**src/core/lpddr_sr_defines.svh**
```systemverilog
`ifndef LPDDR_SR_DEFINES_SVH
`define LPDDR_SR_DEFINES_SVH

// ****************************************
// Clock and timing
// ****************************************
`define CLK_MHZ 250
`define MIN_SELF_REFRESH_RESIDENCY_NS 15
`define SR_FIRST_REF_CYC ((`MIN_SELF_REFRESH_RESIDENCY_NS * `CLK_MHZ) / 1000)
`define TREFI_INT_NS 3900
`define SR_REF_INT_CYC ((`TREFI_INT_NS * `CLK_MHZ) / 1000)
`define TXSR_NS 140
`define TXSR_CYC ((`TXSR_NS * `CLK_MHZ + 999) / 1000)
`define READ_LATENCY 3

// ****************************************
// Command encodings and register indices
// ****************************************
`define CMD_SELF_REFRESH 3'h4
`define CMD_MODE_READ 4'h8
`define CMD_MODE_WRITE 4'h0
`define MA_BANK_MASK 8'h10
`define MA_SEG_MASK 8'h11
`define MASK_RESET 8'h00
`define MRR_FILL_BYTE 8'h00
`define MRR_FILL_WORD 16'h0000
`define LAST_BEAT 2'h3

`endif

```
**src/core/sr_mrr_pkg.sv**
```systemverilog
package sr_mrr_pkg;
  typedef enum logic [2:0] {
    SR_IDLE = 3'b001,
    SR_SELF = 3'b010,
    SR_EXIT = 3'b100
  } srState_t;

  typedef enum logic [3:0] {
    MR_IDLE = 4'b0001,
    MR_FALL = 4'b0010,
    MR_WAIT = 4'b0100,
    MR_BURST = 4'b1000
  } mrState_t;
endpackage

```
**src/core/self_refresh_mrr.sv**
```systemverilog
// Summary of operation
// - Entry on rising edge: CKE falls, CS_n low, CA2..0 = 100.
// - Device stays in self refresh only while CKE stays low.
// - In self refresh every input except CKE is ignored.
// - Internal all-bank refresh within minimum residency, own timer, clock off.
// - Exit recovery starts at first rising edge with CKE high.
// - Eight-bit bank mask written by register write; masked banks not refreshed.
// - Unmasked banks refresh per segment mask, same segments in every bank.
// - Segments with mask bit set are skipped in enabled banks.
// - Register read decode CA3..0 = 1000; index bits 5..0 from rising CA, bits 7..6 from falling CA.
// - Register data on DQ7..0 of first beat only.
// - Register read returns four beats after read latency, never interrupted.
// - Reserved or write-only reads give undefined data, strobes still toggle.
`timescale 1ns/1ps
`include "lpddr_sr_defines.svh"
`default_nettype none

module self_refresh_mrr
  import sr_mrr_pkg::*;
(
  // System
  input wire logic clk,
  input wire logic rstn,
  // Command link from the controller
  input wire logic ck,
  input wire logic cke,
  input wire logic csN,
  input wire logic [9:0] ca,
  // Data pins
  output logic [15:0] dqOut,
  output logic dqOe,
  output logic dqs,
  output logic dqsOe,
  // Core status
  output logic selfRefresh,
  output logic exitRecovery,
  output logic internalClkOn,
  output logic refreshStrobe,
  output logic [7:0] refreshBanks,
  output logic [7:0] refreshSegments
);

  localparam logic [9:0] FirstRefCyc = 10'(`SR_FIRST_REF_CYC);
  localparam logic [9:0] RefIntCyc = 10'(`SR_REF_INT_CYC);
  localparam logic [9:0] TxsrCyc = 10'(`TXSR_CYC);
  localparam logic [2:0] ReadLat = 3'(`READ_LATENCY);
  localparam int FirstRefMax = `SR_FIRST_REF_CYC + 1;

  // ****************************************
  // Decode helpers
  // ****************************************
  function automatic logic srEntryDecode(input logic ckeOld, input logic ckeNow,
                                         input logic csn, input logic [2:0] cmd);
    srEntryDecode = ckeOld && !ckeNow && !csn && (cmd == `CMD_SELF_REFRESH);
  endfunction

  function automatic logic modeDecode(input logic csn, input logic [3:0] cmd,
                                      input logic [3:0] code);
    modeDecode = !csn && (cmd == code);
  endfunction

  // ****************************************
  // Pin synchronisers and clock edges
  // ****************************************
  logic ckS1, ckS2, ckS3, ckeS1, ckeS2, csnS1, csnS2;
  logic [9:0] caS1, caS2;
  logic ckRise, ckFall;

  always_ff @(posedge clk) begin
    if (!rstn) begin
      ckS1 <= 1'b0;
      ckS2 <= 1'b0;
      ckS3 <= 1'b0;
      ckeS1 <= 1'b0;
      ckeS2 <= 1'b0;
      csnS1 <= 1'b1;
      csnS2 <= 1'b1;
      caS1 <= 10'h000;
      caS2 <= 10'h000;
    end else begin
      ckS1 <= ck;
      ckS2 <= ckS1;
      ckS3 <= ckS2;
      ckeS1 <= cke;
      ckeS2 <= ckeS1;
      csnS1 <= csN;
      csnS2 <= csnS1;
      caS1 <= ca;
      caS2 <= caS1;
    end
  end

  assign ckRise = ckS2 && !ckS3;
  assign ckFall = !ckS2 && ckS3;

  // ****************************************
  // Self refresh control
  // ****************************************
  srState_t srState_reg, srState_next;
  mrState_t mrState_reg, mrState_next;
  logic [9:0] srCnt_reg, srCnt_next;
  logic refFirst_reg, refFirst_next;
  logic ckePrev_reg, ckePrev_next;
  logic selfRefresh_reg, selfRefresh_next;
  logic exitRecovery_reg, exitRecovery_next;
  logic intClk_reg, intClk_next;
  logic refreshStrobe_reg, refreshStrobe_next;
  logic [7:0] refreshBanks_reg, refreshBanks_next;
  logic [7:0] refreshSegments_reg, refreshSegments_next;
  logic [7:0] bankMask_reg, bankMask_next;
  logic [7:0] segMask_reg, segMask_next;
  logic srEntryHit, srExitHit;

  // entry needs CKE high on the previous edge
  assign srEntryHit = ckRise && srEntryDecode(ckePrev_reg, ckeS2, csnS2, caS2[2:0])
                      && (srState_reg != SR_SELF) && (mrState_reg == MR_IDLE);
  // exit registered on the first rising edge with CKE high
  assign srExitHit = ckRise && ckeS2 && (srState_reg == SR_SELF);

  always_comb begin
    srState_next = srState_reg;
    srCnt_next = srCnt_reg;
    refFirst_next = refFirst_reg;
    ckePrev_next = ckRise ? ckeS2 : ckePrev_reg;
    selfRefresh_next = selfRefresh_reg;
    exitRecovery_next = exitRecovery_reg;
    intClk_next = intClk_reg;
    refreshStrobe_next = 1'b0;
    refreshBanks_next = refreshBanks_reg;
    refreshSegments_next = refreshSegments_reg;
    case (srState_reg)
      SR_IDLE: begin
        if (srEntryHit) begin
          srState_next = SR_SELF;
          srCnt_next = 10'h000;
          refFirst_next = 1'b1;
          selfRefresh_next = 1'b1;
          intClk_next = 1'b0;
        end
      end
      // only a registered CKE high ends the stay
      // nothing but CKE is looked at here
      SR_SELF: begin
        srCnt_next = srCnt_reg + 10'h001;
        // own timer, first all-bank refresh inside minimum residency
        if (srCnt_reg == (refFirst_reg ? FirstRefCyc : RefIntCyc)) begin
          srCnt_next = 10'h000;
          refFirst_next = 1'b0;
          refreshStrobe_next = 1'b1;
          refreshBanks_next = ~bankMask_reg;
          // segment mask applies equally to all enabled banks
          refreshSegments_next = (bankMask_reg != 8'hff) ? ~segMask_reg : `MASK_RESET;
        end
        if (srExitHit) begin
          srState_next = SR_EXIT;
          srCnt_next = 10'h000;
          selfRefresh_next = 1'b0;
          exitRecovery_next = 1'b1;
          intClk_next = 1'b1;
        end
      end
      SR_EXIT: begin
        srCnt_next = srCnt_reg + 10'h001;
        if (srEntryHit) begin
          srState_next = SR_SELF;
          srCnt_next = 10'h000;
          refFirst_next = 1'b1;
          selfRefresh_next = 1'b1;
          exitRecovery_next = 1'b0;
          intClk_next = 1'b0;
        end else if (srCnt_reg == TxsrCyc - 10'h001) begin
          srState_next = SR_IDLE;
          exitRecovery_next = 1'b0;
        end
      end
      default: begin
        srState_next = SR_IDLE;
      end
    endcase
  end

  always_ff @(posedge clk) begin
    if (!rstn) begin
      srState_reg <= SR_IDLE;
      srCnt_reg <= 10'h000;
      refFirst_reg <= 1'b1;
      ckePrev_reg <= 1'b0;
      selfRefresh_reg <= 1'b0;
      exitRecovery_reg <= 1'b0;
      intClk_reg <= 1'b1;
      refreshStrobe_reg <= 1'b0;
      refreshBanks_reg <= `MASK_RESET;
      refreshSegments_reg <= `MASK_RESET;
    end else begin
      srState_reg <= srState_next;
      srCnt_reg <= srCnt_next;
      refFirst_reg <= refFirst_next;
      ckePrev_reg <= ckePrev_next;
      selfRefresh_reg <= selfRefresh_next;
      exitRecovery_reg <= exitRecovery_next;
      intClk_reg <= intClk_next;
      refreshStrobe_reg <= refreshStrobe_next;
      refreshBanks_reg <= refreshBanks_next;
      refreshSegments_reg <= refreshSegments_next;
    end
  end

  // ****************************************
  // Mode register read and write
  // ****************************************
  logic isWrite_reg, isWrite_next;
  logic [5:0] caHi_reg, caHi_next;
  logic [7:0] mrrIndex_reg, mrrIndex_next;
  logic [7:0] mrrWord_reg, mrrWord_next;
  logic [2:0] latCnt_reg, latCnt_next;
  logic [1:0] beatIdx_reg, beatIdx_next;
  logic [15:0] dqOut_reg, dqOut_next;
  logic dqOe_reg, dqOe_next, dqs_reg, dqs_next, dqsOe_reg, dqsOe_next;
  logic cmdOk;
  logic [7:0] fallIndex;

  assign cmdOk = ckRise && (srState_reg == SR_IDLE) && ckePrev_reg && ckeS2;
  assign fallIndex = {caS2[1:0], caHi_reg};

  always_comb begin
    mrState_next = mrState_reg;
    isWrite_next = isWrite_reg;
    caHi_next = caHi_reg;
    mrrIndex_next = mrrIndex_reg;
    mrrWord_next = mrrWord_reg;
    latCnt_next = latCnt_reg;
    beatIdx_next = beatIdx_reg;
    dqOut_next = dqOut_reg;
    dqOe_next = dqOe_reg;
    dqs_next = dqs_reg;
    dqsOe_next = dqsOe_reg;
    bankMask_next = bankMask_reg;
    segMask_next = segMask_reg;
    case (mrState_reg)
      MR_IDLE: begin
        // read decoded at the rising edge, lower six index bits kept
        if (cmdOk && modeDecode(csnS2, caS2[3:0], `CMD_MODE_READ)) begin
          mrState_next = MR_FALL;
          isWrite_next = 1'b0;
          caHi_next = caS2[9:4];
        end else if (cmdOk && modeDecode(csnS2, caS2[3:0], `CMD_MODE_WRITE)) begin
          mrState_next = MR_FALL;
          isWrite_next = 1'b1;
          caHi_next = caS2[9:4];
        end
      end
      MR_FALL: begin
        if (ckFall) begin
          if (isWrite_reg) begin
            mrState_next = MR_IDLE;
            // bank mask loaded by register write
            if (fallIndex == `MA_BANK_MASK) begin
              bankMask_next = caS2[9:2];
            end
            if (fallIndex == `MA_SEG_MASK) begin
              segMask_next = caS2[9:2];
            end
          end else begin
            mrState_next = MR_WAIT;
            mrrIndex_next = fallIndex;
            // no readable register here, every index returns fill
            mrrWord_next = `MRR_FILL_BYTE;
            latCnt_next = 3'h0;
          end
        end
      end
      // burst starts after read latency and new commands are not decoded
      MR_WAIT: begin
        if (ckRise) begin
          latCnt_next = latCnt_reg + 3'h1;
          if (latCnt_reg == ReadLat - 3'h1) begin
            mrState_next = MR_BURST;
            beatIdx_next = 2'h0;
            dqOe_next = 1'b1;
            dqsOe_next = 1'b1;
            dqs_next = 1'b1;
            // register byte on DQ7..0 of the first beat only
            dqOut_next = {`MRR_FILL_BYTE, mrrWord_reg};
          end
        end
      end
      MR_BURST: begin
        if (ckRise || ckFall) begin
          if (beatIdx_reg == `LAST_BEAT) begin
            mrState_next = MR_IDLE;
            dqOe_next = 1'b0;
            dqsOe_next = 1'b0;
            dqs_next = 1'b0;
            dqOut_next = `MRR_FILL_WORD;
          end else begin
            beatIdx_next = beatIdx_reg + 2'h1;
            // strobe keeps toggling on every beat
            dqs_next = !dqs_reg;
            dqOut_next = `MRR_FILL_WORD;
          end
        end
      end
      default: begin
        mrState_next = MR_IDLE;
      end
    endcase
  end

  always_ff @(posedge clk) begin
    if (!rstn) begin
      mrState_reg <= MR_IDLE;
      isWrite_reg <= 1'b0;
      caHi_reg <= 6'h00;
      mrrIndex_reg <= 8'h00;
      mrrWord_reg <= `MRR_FILL_BYTE;
      latCnt_reg <= 3'h0;
      beatIdx_reg <= 2'h0;
      dqOut_reg <= `MRR_FILL_WORD;
      dqOe_reg <= 1'b0;
      dqs_reg <= 1'b0;
      dqsOe_reg <= 1'b0;
      bankMask_reg <= `MASK_RESET;
      segMask_reg <= `MASK_RESET;
    end else begin
      mrState_reg <= mrState_next;
      isWrite_reg <= isWrite_next;
      caHi_reg <= caHi_next;
      mrrIndex_reg <= mrrIndex_next;
      mrrWord_reg <= mrrWord_next;
      latCnt_reg <= latCnt_next;
      beatIdx_reg <= beatIdx_next;
      dqOut_reg <= dqOut_next;
      dqOe_reg <= dqOe_next;
      dqs_reg <= dqs_next;
      dqsOe_reg <= dqsOe_next;
      bankMask_reg <= bankMask_next;
      segMask_reg <= segMask_next;
    end
  end

  assign dqOut = dqOut_reg;
  assign dqOe = dqOe_reg;
  assign dqs = dqs_reg;
  assign dqsOe = dqsOe_reg;
  assign selfRefresh = selfRefresh_reg;
  assign exitRecovery = exitRecovery_reg;
  assign internalClkOn = intClk_reg;
  assign refreshStrobe = refreshStrobe_reg;
  assign refreshBanks = refreshBanks_reg;
  assign refreshSegments = refreshSegments_reg;
endmodule

`default_nettype wire

```
**config.mk**
```make
export PLATFORM = sky130hd
export DESIGN_NAME = self_refresh_mrr
export DESIGN_NICKNAME = d
export VERILOG_FILES = /design/src/core/sr_mrr_pkg.sv /design/src/core/self_refresh_mrr.sv
export VERILOG_INCLUDE_DIRS = /design/src /design/src/core
export SDC_FILE = /design/constraint.sdc
export NUM_CORES = 1
export LEC_CHECK = 0
export ABC_AREA = 1
export BUFFER_PORTS_ARGS = -buffer_cell sky130_fd_sc_hd__buf_4
export CAP_MARGIN = 20
export CELL_PAD_IN_SITES_DETAIL_PLACEMENT = 0
export CELL_PAD_IN_SITES_GLOBAL_PLACEMENT = 2
export CORE_AREA = 2 2 132 134
export DETAILED_ROUTE_END_ITERATION = 10
export DIE_AREA = 0 0 134 136
export PLACE_DENSITY = 0.7
export SETUP_SLACK_MARGIN = 0.02
export SLEW_MARGIN = 15
export SYNTH_ARGS = -nofsm -noshare
export SYNTH_HDL_FRONTEND = slang
export SYNTH_SLANG_ARGS = --single-unit
```
**constraint.sdc**
```tcl
create_clock -name clk -period 2.25 [get_ports clk]
set_input_delay 0.225 -clock clk [delete_from_list [all_inputs] [get_ports clk]]
set_output_delay 0.225 -clock clk [all_outputs]
set_load 0.005 [all_outputs]
```
=== Word-level counts from Yosys, hierarchy flattened ===
Index checks and enable logic that the tools add are counted.

* Add/sub/neg operators: 3
* $mul: 0
* Divide/modulo/power cells: 0
* $lt $le $gt $ge: 0
* Equality and inequality tests: 30
* Shift operators: 0
* Muxes and demuxes: 58
* Bitwise operators: 2
* Reductions and logical operators: 46

{| class="wikitable"
|+ Operators with widths
! kind !! number
|-
| 2-to-1 mux 10 bit || 5
|-
| 2-to-1 mux 16 bit || 3
|-
| case mux 16 bit (2 select lines) || 1
|-
| case mux 10 bit (3 select lines) || 1
|-
| 2-to-1 mux 4 bit || 7
|-
| 2-to-1 mux 3 bit || 8
|-
| != test 2 bit, second input constant || 9
|-
| logical AND 1 bit || 17
|-
| equality test 8 x 5 -> 1 bit, second input constant || 2
|-
| 2-to-1 mux 1 bit || 16
|-
| NOT 8 bit || 2
|-
| case mux 4 bit (4 select lines) || 1
|-
| AND reduction 4 bit || 4
|-
| 2-to-1 mux 6 bit || 2
|-
| case mux 1 bit (2 select lines) || 6
|-
| AND reduction 3 bit || 4
|-
| adder 10 x 1 -> 10 bit, second input constant || 1
|-
| equality test 10 bit || 1
|-
| equality test 10 x 6 -> 1 bit, second input constant || 1
|-
| AND reduction 5 bit || 2
|-
| nonzero test 2 bit || 5
|-
| case mux 3 bit (3 select lines) || 1
|-
| equality test 4 bit, second input constant || 2
|-
| 2-to-1 mux 2 bit || 4
|-
| 24 further kinds || 34
|}

* Flip-flop bits (word level): 112
* Latch bits: 0
* Bits in writable memories: 0
* Bits in read-only memories: 0
* Bits of input ports: 15
* Memories: 0

=== Depth between registers and ports, before layout ===
Gate-level depths: netlist of run 1.

* Depth in word-level cells: 9
* Depth in mapped cells: 11

=== Least setup slack after synthesis of run 1 ===
No wires, ideal clock.

* Path type: register to register
* Start: register srCnt_reg[1]
* End: register refreshBanks_reg[1], in the netlist refreshBanks[1]
* Library setup time: 113 ps
* Arrival time: 1348 ps
* Required time: 2137 ps
* Slack: 789 ps
* Cell stages (with the launch flop): 9
* Period minus slack after synthesis: 1461 ps
* Cells stage by stage: dfxtp_1 > ha_1 > nor3b_1 > nand3_1 > nor2_2 > buf_2 > nand2_1 > nand2_1 > nor2_1

* Cells in the longest elaborated chain, start to end: 2

{| class="wikitable"
|+ Ends and longest elaborated chain
! element !! RTL line !! RTL
|-
| from (decl) || self_refresh_mrr.sv:101 || <nowiki>logic [9:0] srCnt_reg, srCnt_next;</nowiki>
|-
| from (signal assigned) || self_refresh_mrr.sv:196 || <nowiki>srCnt_reg <= srCnt_next;</nowiki>
|-
| equality test 10 bit || self_refresh_mrr.sv:146 || <nowiki>if (srCnt_reg == (refFirst_reg ? FirstRefCyc : RefIntCyc)) begin</nowiki>
|-
| AND reduction 2 bit (no line) || -- ||
|-
| to (signal assigned) || self_refresh_mrr.sv:192 || <nowiki>refreshBanks_reg <= `MASK_RESET;</nowiki>
|-
| to (signal assigned) || self_refresh_mrr.sv:203 || <nowiki>refreshBanks_reg <= refreshBanks_next;</nowiki>
|-
| to (decl) || self_refresh_mrr.sv:108 || <nowiki>logic [7:0] refreshBanks_reg, refreshBanks_next;</nowiki>
|}

No other way between the ends.
A chain may end at the register's enable or synchronous reset.

=== Worst setup path in the final report of run 1 ===
* Start: register ckS2
* End: register srCnt_reg[8]

* Cells in the longest elaborated chain, start to end: 6
* Elaborated cells between the ends (all ways): 11
* Classes of those cells: eq/ne (1); mux (3); reduce/logical (7)

{| class="wikitable"
|+ Ends and longest elaborated chain
! element !! RTL line !! RTL
|-
| from (decl) || self_refresh_mrr.sv:65 || <nowiki>logic ckS1, ckS2, ckS3, ckeS1, ckeS2, csnS1, csnS2;</nowiki>
|-
| from (signal assigned) || self_refresh_mrr.sv:82 || <nowiki>ckS2 <= ckS1;</nowiki>
|-
| logical AND 1 bit * || self_refresh_mrr.sv:93 || <nowiki>assign ckRise = ckS2 && !ckS3;</nowiki>
|-
| net ckRise || self_refresh_mrr.sv:67 || <nowiki>logic ckRise, ckFall;</nowiki>
|-
| logical AND 1 bit || self_refresh_mrr.sv:115 || <nowiki>assign srEntryHit = ckRise && srEntryDecode(ckePrev_reg, ckeS2, csnS2, caS2[2:0])</nowiki>
|-
| logical AND 1 bit (2 in a row) || self_refresh_mrr.sv:116 || <nowiki>&& (srState_reg != SR_SELF) && (mrState_reg == MR_IDLE);</nowiki>
|-
| 2-to-1 mux 10 bit or != test 2 bit (tied branches) || -- ||
|-
| case mux 10 bit (3 select lines) or AND reduction 2 bit (tied branches) || -- ||
|}

Mark *: on every way through the listed nets, which the timed path passes. The rest lies on a longest branch.

==> reports/summary.log, run 1 <==
qor: placed_design.place.detailed.hpwl 6910 um
qor: yosys.synth_seq_area_share 46.6%
qor: worst_setup_path.path_max_fanout 9
qor: power_and_ir_drop.p_sw 0.760 mW
qor: clock_tree.clock_sink_count 96
qor: finish.layout-area-overhead-vs-synth 19.2%
qor: clock_tree.cts_tree built
qor: worst_setup_path.end_kind flip-flop
qor: finish.multiInputGateArea 0.00170 sq mm
qor: power_and_ir_drop.intPower 2.85 mW
qor: yosys.ys_warn_count 0
qor: placed_design.placement.io_buffers 37
qor: grt.grt_first_pass_wirelength 15500 um
qor: clock_tree.clkSlewWorstSetupHoldPaths 70 ps
qor: timing.post-route-period-util 75.1%
qor: placed_design.dp_cell_count 811
qor: yosys.syn_avg_cell_area 7.36 sq um
qor: hold_path.min_path_type primary input to flip-flop
qor: yosys.yosys_register_bits 96
qor: yosys.synth_top_flop_cell dfxtp_1
qor: finish.finish.net_count 619
qor: yosys.count_of_mapped_cells_out_of_synthesis 560
qor: clock_tree.post_cts_hold_buffer_count 0
qor: finish.n_fill_cell 1877
qor: die.initial_standard_cell_utilization_of_the_core 24.4%
qor: status.run_status finished, final reports clean
qor: worst_setup_path.worst_setup_path_start_kind flip-flop
qor: detailed_routing.drt_pre_antenna_iters 4
qor: power_and_ir_drop.combinational_cell_fraction_of_total_power 4.1%
qor: clock_tree.htree_levels 3
qor: die.floorplan.io_pins 54
qor: worst_setup_path.worst_ep_required_time 2490 ps
qor: finish.final_cell_mix nand2_1 (108), dfxtp_1 (96), inv_1 (94)
qor: detailed_routing.remaining_drc_errors 0
qor: power_and_ir_drop.total_power 3.61 mW
qor: die.std_cell_rows 48
qor: flow_run.timing.max_cap.violations 0
qor: die.floorplan.die_area 0.0182 sq mm
qor: grt.grt_start_max_net_pins 52
qor: grt.globalRouteOverflowTotal 0
qor: placed_design.postPlaceCellArea 0.00459 sq mm
qor: die.core_area 0.0169 sq mm
qor: grt.grt_antenna_before_repair 0
qor: finish.layout.cells.most_common nand2_1
qor: grt.number_of_global_route_vias_before_repair 3195
qor: clock_tree.clock_path_buffers 2
qor: detailed_routing.route.antenna.remaining_nets 0
qor: finish.final_cells 825
qor: worst_setup_path.timing.setup.critical_path_class flip-flop to flip-flop
qor: die.die_height 136 um
qor: clock_tree.cts_repair_resize_count 0
qor: timing.final-max-slew-violation-count 0
qor: power_and_ir_drop.switching_share_of_total_power 21.0%
qor: timing.final_worst_path_period_need 1690 ps
qor: detailed_routing.wl_per_cell 11.4 um
qor: timing.setup_viol 0
qor: timing.final-hold-violation-count 0
qor: power_and_ir_drop.clockPowerShare 47.5%
qor: detailed_routing.routed_via_density 4.10
qor: timing.rsz0062_at_grt false
qor: yosys.post_synth_instance_area 0.00412 sq mm
qor: detailed_routing.wl 9400 um
qor: finish.antenna-diode-count 0
qor: timing.fin_setup_tns 0 ps
qor: power_and_ir_drop.static-leakage-power 2.29 nW
qor: timing.fmaxAchievable 592 MHz
qor: power_and_ir_drop.vdd_drop_max 0.000373 V
qor: clock_tree.clock_tree.root_cell clkbuf_16
qor: power_and_ir_drop.power.density 735 mW/mm^2
qor: clock_tree.cts_buffers 9
qor: detailed_routing.initialDrtViolationCount 195
qor: finish.post_route_cells_drive_above_1_share 12.7%
qor: detailed_routing.dr_total_vias 3381
qor: placed_design.gp_congestion 0.775
qor: yosys.synth_enable_flop_cells 0
qor: timing.skew 8.88 ps
qor: finish.final_cell_area 0.00491 sq mm
qor: die.chipWidth 134 um
qor: timing.layout_setup_ws 561 ps
qor: power_and_ir_drop.sequentialPowerShare 48.4%
qor: yosys.synthArstFlopShare 0%
qor: finish.register_area 0.00192 sq mm
qor: grt.gr-usage-all-layers 10.9%
qor: worst_setup_path.worst-endpoint-arrival 1930 ps
qor: yosys.synth_cell_types 33
qor: placed_design.place_ws 569 ps
qor: clock_tree.clk_latency 350 ps
qor: clock_tree.post-cts-setup-buffers 0
critical path, cell delays in order (launching register included):
cell     delay, ps
dfxtp_1        360
ha_1           220
nand2_1         60
nor2_1         170
nand3_4        140
a21oi_4        300
nand3_2        140
nand2_4        130
nor2_1          60
synth_stat cells, types with 2 or more instances:
library cell | number | area [sq um]
nand2_1 | 108 | 405
dfxtp_1 | 96 | 1920
inv_1 | 94 | 353
nor2_1 | 60 | 225
nand3_1 | 45 | 225
o21ai_0 | 42 | 210
a21oi_1 | 31 | 155
buf_4 | 17 | 128
nand4_1 | 12 | 75.1
clkbuf_1 | 7 | 26.3
ha_1 | 7 | 87.6
nor2_2 | 5 | 31.3
buf_2 | 4 | 20.0
or2_2 | 4 | 25.0
inv_2 | 3 | 11.3
nor2_4 | 3 | 33.8
nor3_1 | 3 | 15.0
o21ai_1 | 3 | 15.0
nand2_4 | 2 | 22.5
cell families (layout without fill, tap and decap cells):
group	after synthesis	count (layout)	share of synthesized area (%)
AO/OA/AOI/OAI	80	80	10.2
XOR/XNOR	1	1	0.212
adder cells (fa/ha/maj)	7	7	2.12
buffers and inverters	127	152	13.4
flip-flops	96	96	46.6
other	1	16	0.0910
AND/OR/NAND/NOR	248	248	27.3
cell type report:
| type | count | area share [%] |
|---|---|---|
| Tap cell | 225 | 5.73 |
| Timing Repair Buffer | 40 | 6.37 |
| Clock inverter | 4 | 1.94 |
| Inverter | 98 | 7.49 |
| Multi-Input combinational cell | 352 | 34.7 |
| Clock buffer | 10 | 4.66 |
| Sequential cell | 96 | 39.1 |
final timing paths:
path                               from      endpoint  slack (ps)  depth (start not counted)
worst min-delay path              ca[3]       caS1[3]          60                          3
worst max-delay path               ckS2  srCnt_reg[8]         560                          8
worst max register to register     ckS2  srCnt_reg[8]         560                          8
worst min register to register  caS1[7]       caS2[7]         410                          2
layer usage:
| metal | wire [um] | up-vias | track usage (%) |
|---|---|---|---|
| li1 | - | 1787 | - |
| met1 | 4680 | 1499 | 14.0 |
| met2 | 4040 | 81 | 16.9 |
| met3 | 428 | 14 | 2.42 |
| met4 | 247 | 0 | 5.85 |
| met5 | 0 | - | 0 |
power groups by stage:
| stage | logic, mW | registers [mW] | clock network [mW] |
|---|---|---|---|
| 2_1_floorplan | 0.124 | 1.78 | 0 |
| 4_1_cts | 0.151 | 1.75 | 1.77 |
| 3_5_place_dp | 0.151 | 1.79 | 0 |
| 6_report | 0.149 | 1.75 | 1.72 |
| 3_3_place_gp | 0.149 | 1.79 | 0 |
| 5_1_grt | 0.168 | 1.75 | 1.83 |
per-stage QoR:
| step | hold WS (ps) | util, % |
|---|---|---|
| detailed placement | 397 | 27.2 |
| finish | 55.5 | 29.1 |
| global route | 55.9 | 29.1 |
| global placement | 399 | 27.2 |
| CTS | 44.2 | 29.1 |
| floorplan | 323 | - |
Note: power is estimated with default switching activity, not from simulation.
==> run 2, diff against run 1 <==
- ABC_AREA: 1 -> 0
- CORE_AREA: 2 2 132 134 -> 2 2 127 129
- DIE_AREA: 0 0 134 136 -> 0 0 129 131
- PLACE_DENSITY: 0.7 -> 0.66
- clock period: 2.25 -> 1.7 ns (I/O delays scaled with it)
==> reports/summary.log, run 2 <==
qor: yosys.yosys_register_bits 96
qor: clock_tree.htree_levels 3
qor: placed_design.placement.io_buffers 37
qor: detailed_routing.initialDrtViolationCount 127
qor: status.run_status finished, violations left
qor: yosys.leading_post_synthesis_cells_by_instance_count dfxtp_1 (96), nor2_1 (51), and2_1 (25)
qor: worst_setup_path.path_max_fanout 10
qor: worst_setup_path.path_delay_family simple AND/OR/NAND/NOR gates
qor: worst_setup_path.path_cells or4b_4, or3_4, or3_4, a32oi_4, buf_12, nor2_1
qor: die.core_area 0.0156 sq mm
qor: yosys.synth_top_flop_cell dfxtp_1
qor: worst_setup_path.crit_path_top_delay_cell or4b_4
qor: grt.globalRouteOverflowTotal 0
qor: hold_path.worstHoldStart ca[5]
qor: grt.number_of_global_route_vias_before_repair 2930
qor: finish.layout-area-overhead-vs-synth 39.9%
qor: power_and_ir_drop.vdd_drop_max 0.000503 V
qor: die.chipWidth 129 um
qor: placed_design.postPlaceCellArea 0.00475 sq mm
qor: timing.fin_setup_tns -11880 ps
qor: worst_setup_path.end_kind flip-flop
qor: finish.final_cell_mix dfxtp_1 (89), buf_4 (82), nor2_1 (50)
qor: hold_path.hold_critical_path_endpoint caS1[5]
qor: clock_tree.clkSlewWorstSetupHoldPaths 70 ps
qor: finish.antenna-diode-count 0
qor: yosys.synth.largest_area_cell dfxtp_1
qor: timing.skew 6.39 ps
qor: timing.tightest_slew 520 ps
qor: clock_tree.clock_path_buffers 2
qor: timing.rsz0062_at_grt true
qor: worst_setup_path.worst-endpoint-arrival 2400 ps
qor: detailed_routing.drt_pre_antenna_iters 6
qor: timing.post-route-period-util 127%
qor: timing.final-hold-violation-count 0
qor: finish.post_route_cells_drive_above_1_share 34.4%
qor: worst_setup_path.r2r-start mrState_reg[2]
qor: finish.finish.net_count 508
qor: worst_setup_path.crit_buf_inv 1
qor: placed_design.place.detailed.hpwl 6150 um
qor: worst_setup_path.timing.setup.critical_path_class flip-flop to flip-flop
qor: die.floorplan.die_area 0.0169 sq mm
qor: timing.maxSlewHeadroom 65.3%
qor: hold_path.worstHoldPathCells 2
qor: worst_setup_path.rrSetupSlack -470 ps
qor: worst_setup_path.worst_setup_path_start_kind flip-flop
qor: detailed_routing.wl 8740 um
qor: hold_path.min_path_type primary input to flip-flop
qor: yosys.ys_warn_count 0
qor: worst_setup_path.worst_r2r_path_depth 6
qor: timing.final-max-slew-violation-count 0
qor: placed_design.gp_congestion 0.740
qor: die.floorplan.io_pins 54
qor: die.initial_standard_cell_utilization_of_the_core 24.4%
qor: grt.grt_start_max_net_pins 48
qor: status.failed_checks negative setup slack
qor: yosys.syn_avg_cell_area 9.55 sq um
qor: worst_setup_path.max_stage_delay 530 ps
qor: clock_tree.clock_sink_count 96
qor: yosys.cell_with_the_most_instances_after_synthesis dfxtp_1
qor: detailed_routing.routed_via_density 4.17
qor: grt.grt_antenna_before_repair 0
qor: finish.final_cell_area 0.00533 sq mm
qor: detailed_routing.remaining_drc_errors 0
qor: detailed_routing.wl_per_cell 12.4 um
qor: yosys.synth_top_area_share 50.4%
qor: timing.layout_setup_ws -467 ps
qor: finish.layout.cells.most_common dfxtp_1
qor: timing.fmaxAchievable 461 MHz
qor: clock_tree.cts_tree built
qor: yosys.synth_cell_types 47
qor: flow_run.timing.max_cap.violations 0
qor: timing.final_worst_path_period_need 2170 ps
qor: power_and_ir_drop.static-leakage-power 2.07 nW
qor: detailed_routing.route.antenna.remaining_nets 0
qor: finish.n_fill_cell 1589
qor: yosys.synth_enable_flop_cells 0
qor: worst_setup_path.critical_path.most_common_cell or3_4
qor: timing.setup_viol 52
qor: worst_setup_path.worst_ep_required_time 1930 ps
qor: clock_tree.clock_tree.root_cell clkbuf_16
qor: worst_setup_path.worst_r2r_endpoint srCnt_reg[8]
qor: yosys.post_synth_instance_area 0.00381 sq mm
qor: yosys.synthArstFlopShare 0%
qor: grt.grt_first_pass_wirelength 14400 um
qor: detailed_routing.dr_total_vias 2948
qor: clock_tree.cts_buffers 9
qor: yosys.synth_seq_area_share 50.4%
qor: die.std_cell_rows 46
qor: yosys.synth.top_cells.by_area dfxtp_1 (50%), mux2i_1 (6.0%), nor2_1 (5.0%)
qor: clock_tree.clk_latency 340 ps
qor: grt.gr-usage-all-layers 11.0%
qor: power_and_ir_drop.power.density 872 mW/mm^2
qor: die.die_height 131 um
qor: yosys.count_of_mapped_cells_out_of_synthesis 399
run 2: cell count changes after synthesis, moves of 12 or more:
cell | before | now
inv_1 | 94 | 11
mux2i_1 | 0 | 23
a21oi_1 | 31 | 15
o21ai_0 | 42 | 13
nand2_1 | 108 | 16
o31ai_1 | 0 | 12
and2_1 | 0 | 25
nand3_1 | 45 | 18
run 2: kinds of logic (layout without fill, tap and decap cells):
logic type / Yosys count / after routing / share of synthesized area [%]
compound gates: 60 / 60 / 10.8
xor+xnor: 10 / 10 / 2.30
fa+ha+maj: 7 / 7 / 2.30
buf+inv: 47 / 124 / 6.33
flops: 96 / 96 / 50.4
mux: 24 / 24 / 6.33
other cells: 1 / 16 / 0.0984
simple gates: 154 / 154 / 21.4
run 2: repair_timing:
item | in CTS | in global routing
endpoints found under the setup margin | 57 | 63
hold buffers | 1 | 0
pin swaps | 5 | 13
hold endpoints to repair | 1 | 0
setup buffers | 6 | 5
gates resized for setup | 19 | 27
run 2: metal layers:
layer	GRT usage, %	share of wire (%)	vias up	wire length, um
met5	0	0	-	0
met4	3.45	1.2	0	108
met3	3.91	4.3	8	374
met2	17.7	46	43	4040
met1	13.9	48	1381	4210
li1	-	-	1516	-
run 2: layout make-up:
class / count / area, sq um / share of cell area [%]
clock inverter: 5 / 85.1 / 1.60
sequential: 96 / 1930 / 36.2
multi-input combinational: 271 / 1940 / 36.4
inverter: 11 / 41.3 / 0.774
clock buffer: 11 / 243 / 4.55
timing repair buffer: 97 / 822 / 15.4
tap: 216 / 270 / 5.07
run 2: worst max path at each step:
stage | startpoint | to | slack (ps) | depth (start not counted)
2_1_floorplan | mrState_reg[2] | srCnt_reg[1] | -510 | 6
3_3_place_gp | caS2[1] | srCnt_reg[1] | -480 | 6
3_5_place_dp | csnS2 | srCnt_reg[8] | -520 | 6
4_1_cts | mrState_reg[2] | srCnt_reg[8] | -470 | 6
5_1_grt | mrState_reg[2] | srCnt_reg[9] | -520 | 8
6_report | mrState_reg[2] | srCnt_reg[8] | -470 | 6
run 2: power by group:
group          internal, mW  switching [mW]
Clock                  1.34           0.884
Combinational        0.0615          0.0738
Sequential             2.28          0.0148
Total                  3.68           0.972
run 2: worst reg2reg max path, stage by stage, from the launching register on:
cell and delay [ps]:
dfxtp_2 320, or4b_4 530, or3_4 380, or3_4 350
a32oi_4 270, buf_12 160, nor2_1 50
run 2: through the flow:
| stage | utilization [%] | power [mW] | setup WS [ps] | cells | hold slack, ps |
|---|---|---|---|---|---|
| 2_1_floorplan | - | 2.44 | -506 | 414 | 271 |
| 3_3_place_gp | 30.5 | 2.47 | -485 | 681 | 361 |
| 3_5_place_dp | 30.5 | 2.48 | -516 | 681 | 361 |
| 4_1_cts | 33.5 | 4.74 | -467 | 704 | 12.7 |
| 5_1_grt | 34.2 | 4.86 | -518 | 707 | 6.80 |
| 6_report | 34.2 | 4.65 | -467 | 707 | 30.7 |
==> run 3, diff against run 2 <==
- clock period: 1.7 -> 2.12 ns (I/O delays scaled with it)
==> reports/summary.log, run 3 (synthesis results as in run 2) <==
qor: status.run_status finished, final reports clean
qor: detailed_routing.routed_via_density 4.17
qor: clock_tree.post_cts_hold_buffer_count 0
qor: die.die_height 131 um
qor: die.core_area 0.0156 sq mm
qor: finish.final_cells 676
qor: worst_setup_path.worst_setup_path_start_kind flip-flop
qor: finish.finalCoreUtilization 30.8%
qor: clock_tree.clock_tree.root_cell clkbuf_16
qor: finish.finish.net_count 477
qor: finish.antenna-diode-count 0
qor: clock_tree.clock_sink_count 96
qor: power_and_ir_drop.vdd_drop_max 0.000376 V
qor: worst_setup_path.timing.setup.critical_path_class flip-flop to flip-flop
qor: timing.final-max-slew-violation-count 0
qor: power_and_ir_drop.clockPowerShare 46.7%
qor: grt.gr-usage-all-layers 10.5%
qor: finish.register_area 0.00192 sq mm
qor: timing.setup_viol 0
qor: detailed_routing.met1_length 3960 um
qor: finish.final_cell_mix dfxtp_1 (94), buf_4 (62), nor2_1 (51)
qor: timing.fmaxAchievable 474 MHz
qor: detailed_routing.wl_per_cell 12.2 um
qor: grt.globalRouteOverflowTotal 0
qor: die.chipWidth 129 um
qor: clock_tree.htree_levels 3
qor: power_and_ir_drop.static-leakage-power 1.84 nW
qor: worst_setup_path.max_stage_delay 530 ps
qor: die.floorplan.io_pins 54
qor: placed_design.place.detailed.hpwl 5860 um
qor: worst_setup_path.end_kind flip-flop
qor: finish.n_fill_cell 1620
qor: grt.grt_start_max_net_pins 48
qor: worst_setup_path.crit_buf_inv 1
qor: power_and_ir_drop.intPower 2.83 mW
qor: worst_setup_path.path_max_fanout 6
qor: worst_setup_path.worst_ep_required_time 2360 ps
qor: grt.grt_first_pass_wirelength 13700 um
qor: timing.rsz0062_at_grt true
qor: worst_setup_path.crit_path_top_delay_cell or4b_4
qor: timing.maxSlewHeadroom 64.7%
qor: power_and_ir_drop.power.density 756 mW/mm^2
qor: timing.skew 7.40 ps
qor: detailed_routing.dr_total_vias 2821
qor: detailed_routing.dr_wl_met2 3810 um
qor: finish.post_route_cells_drive_above_1_share 22.2%
qor: power_and_ir_drop.sequentialPowerShare 50.6%
qor: clock_tree.cts_buffers 9
qor: detailed_routing.initialDrtViolationCount 110
qor: worst_setup_path.worst-endpoint-arrival 2350 ps
qor: placed_design.gp_congestion 0.740
qor: detailed_routing.route.antenna.remaining_nets 0
qor: placed_design.dp_cell_count 658
qor: detailed_routing.wl 8230 um
qor: detailed_routing.max_layer_used met4
qor: hold_path.min_path_type primary input to flip-flop
qor: detailed_routing.remaining_drc_errors 0
qor: clock_tree.clk_latency 350 ps
qor: flow_run.timing.max_cap.violations 0
qor: clock_tree.clkSlewWorstSetupHoldPaths 70 ps
qor: grt.grt_antenna_before_repair 0
qor: die.floorplan.die_area 0.0169 sq mm
qor: clock_tree.clock_path_buffers 2
qor: timing.tightest_slew 523 ps
qor: worst_setup_path.path_cells or4b_4, or3_4, or3_4, a32oi_4, buf_6, nor2_1
qor: finish.multiInputGateArea 0.00173 sq mm
qor: die.initial_standard_cell_utilization_of_the_core 24.4%
qor: timing.final-hold-violation-count 0
qor: power_and_ir_drop.p_sw 0.795 mW
qor: detailed_routing.drt_pre_antenna_iters 4
qor: power_and_ir_drop.switching_share_of_total_power 21.9%
qor: power_and_ir_drop.combinational_cell_fraction_of_total_power 2.7%
qor: power_and_ir_drop.total_power 3.63 mW
qor: grt.number_of_global_route_vias_before_repair 2666
qor: timing.final_worst_path_period_need 2110 ps
qor: worst_setup_path.path_delay_family simple AND/OR/NAND/NOR gates
qor: worst_setup_path.critical_path.most_common_cell or3_4
qor: finish.layout.cells.most_common dfxtp_1
qor: detailed_routing.detailroute.wirelength.met3 324 um
qor: placed_design.placement.io_buffers 37
qor: die.std_cell_rows 46
qor: timing.post-route-period-util 99.6%
qor: clock_tree.cts_tree built
qor: finish.layout-area-overhead-vs-synth 26.0%
run 3: cell types whose count changed in the layout (fill, tap and decap cells not counted), moves of 6 or more:
cell / previous run / this run
buf_6: 9 / 3
o31ai_1: 6 / 12
nand3_2: 10 / 0
buf_4: 82 / 62
nand3_1: 8 / 18
o31ai_2: 6 / 0
run 3: path summary, 6_finish.rpt:
| path | start | end | slack [ps] | cells after the start |
|---|---|---|---|---|
| max | mrState_reg[3] | srCnt_reg[9] | 9 | 6 |
| max reg2reg | mrState_reg[3] | srCnt_reg[9] | 9 | 6 |
| min | csN | csnS1 | 50 | 2 |
| min reg2reg | ckS1 | ckS2 | 430 | 1 |
run 3: through the flow:
| stage | area, sq um | setup WS, ps | TNS [ps] | hold slack, ps |
|---|---|---|---|---|
| after floorplan | 3880 | -86.9 | -728 | 313 |
| after global placement | 4440 | -107 | -899 | 402 |
| after detailed placement | 4440 | -139 | -1160 | 401 |
| after CTS | 4780 | 2.04 | 0 | 33.9 |
| after global routing | 4800 | -48.7 | -398 | 45.5 |
| final | 4800 | 8.95 | 0 | 50.3 |
run 3: cell type report:
cell class                 count  area share [%]
sequential                    96            40.1
multi-input combinational    271            36.1
timing repair buffer          66            10.8
tap                          216            5.63
clock buffer                  10            4.98
clock inverter                 6            1.54
inverter                      11           0.860
run 3: routing by layer:
metal / up-vias / GRT usage, %
met4: 0 / 4.60
met3: 10 / 2.81
met5: - / 0
met2: 49 / 16.4
met1: 1308 / 13.6
li1: 1454 / -
run 3: power groups by stage:
stage / Clock [mW] / Sequential, mW / Combinational, mW
finish: 1.69 / 1.84 / 0.0982
global route: 1.83 / 1.84 / 0.112
CTS: 1.77 / 1.84 / 0.0982
detailed placement: 0 / 1.88 / 0.0951
global placement: 0 / 1.88 / 0.0939
floorplan: 0 / 1.87 / 0.0762
run 3: what timing repair did:
action,CTS,global route
hold endpoints to repair,0,0
pin swaps,1,2
gates resized for setup,3,6
setup buffers,2,0
setup endpoints to repair,11,29
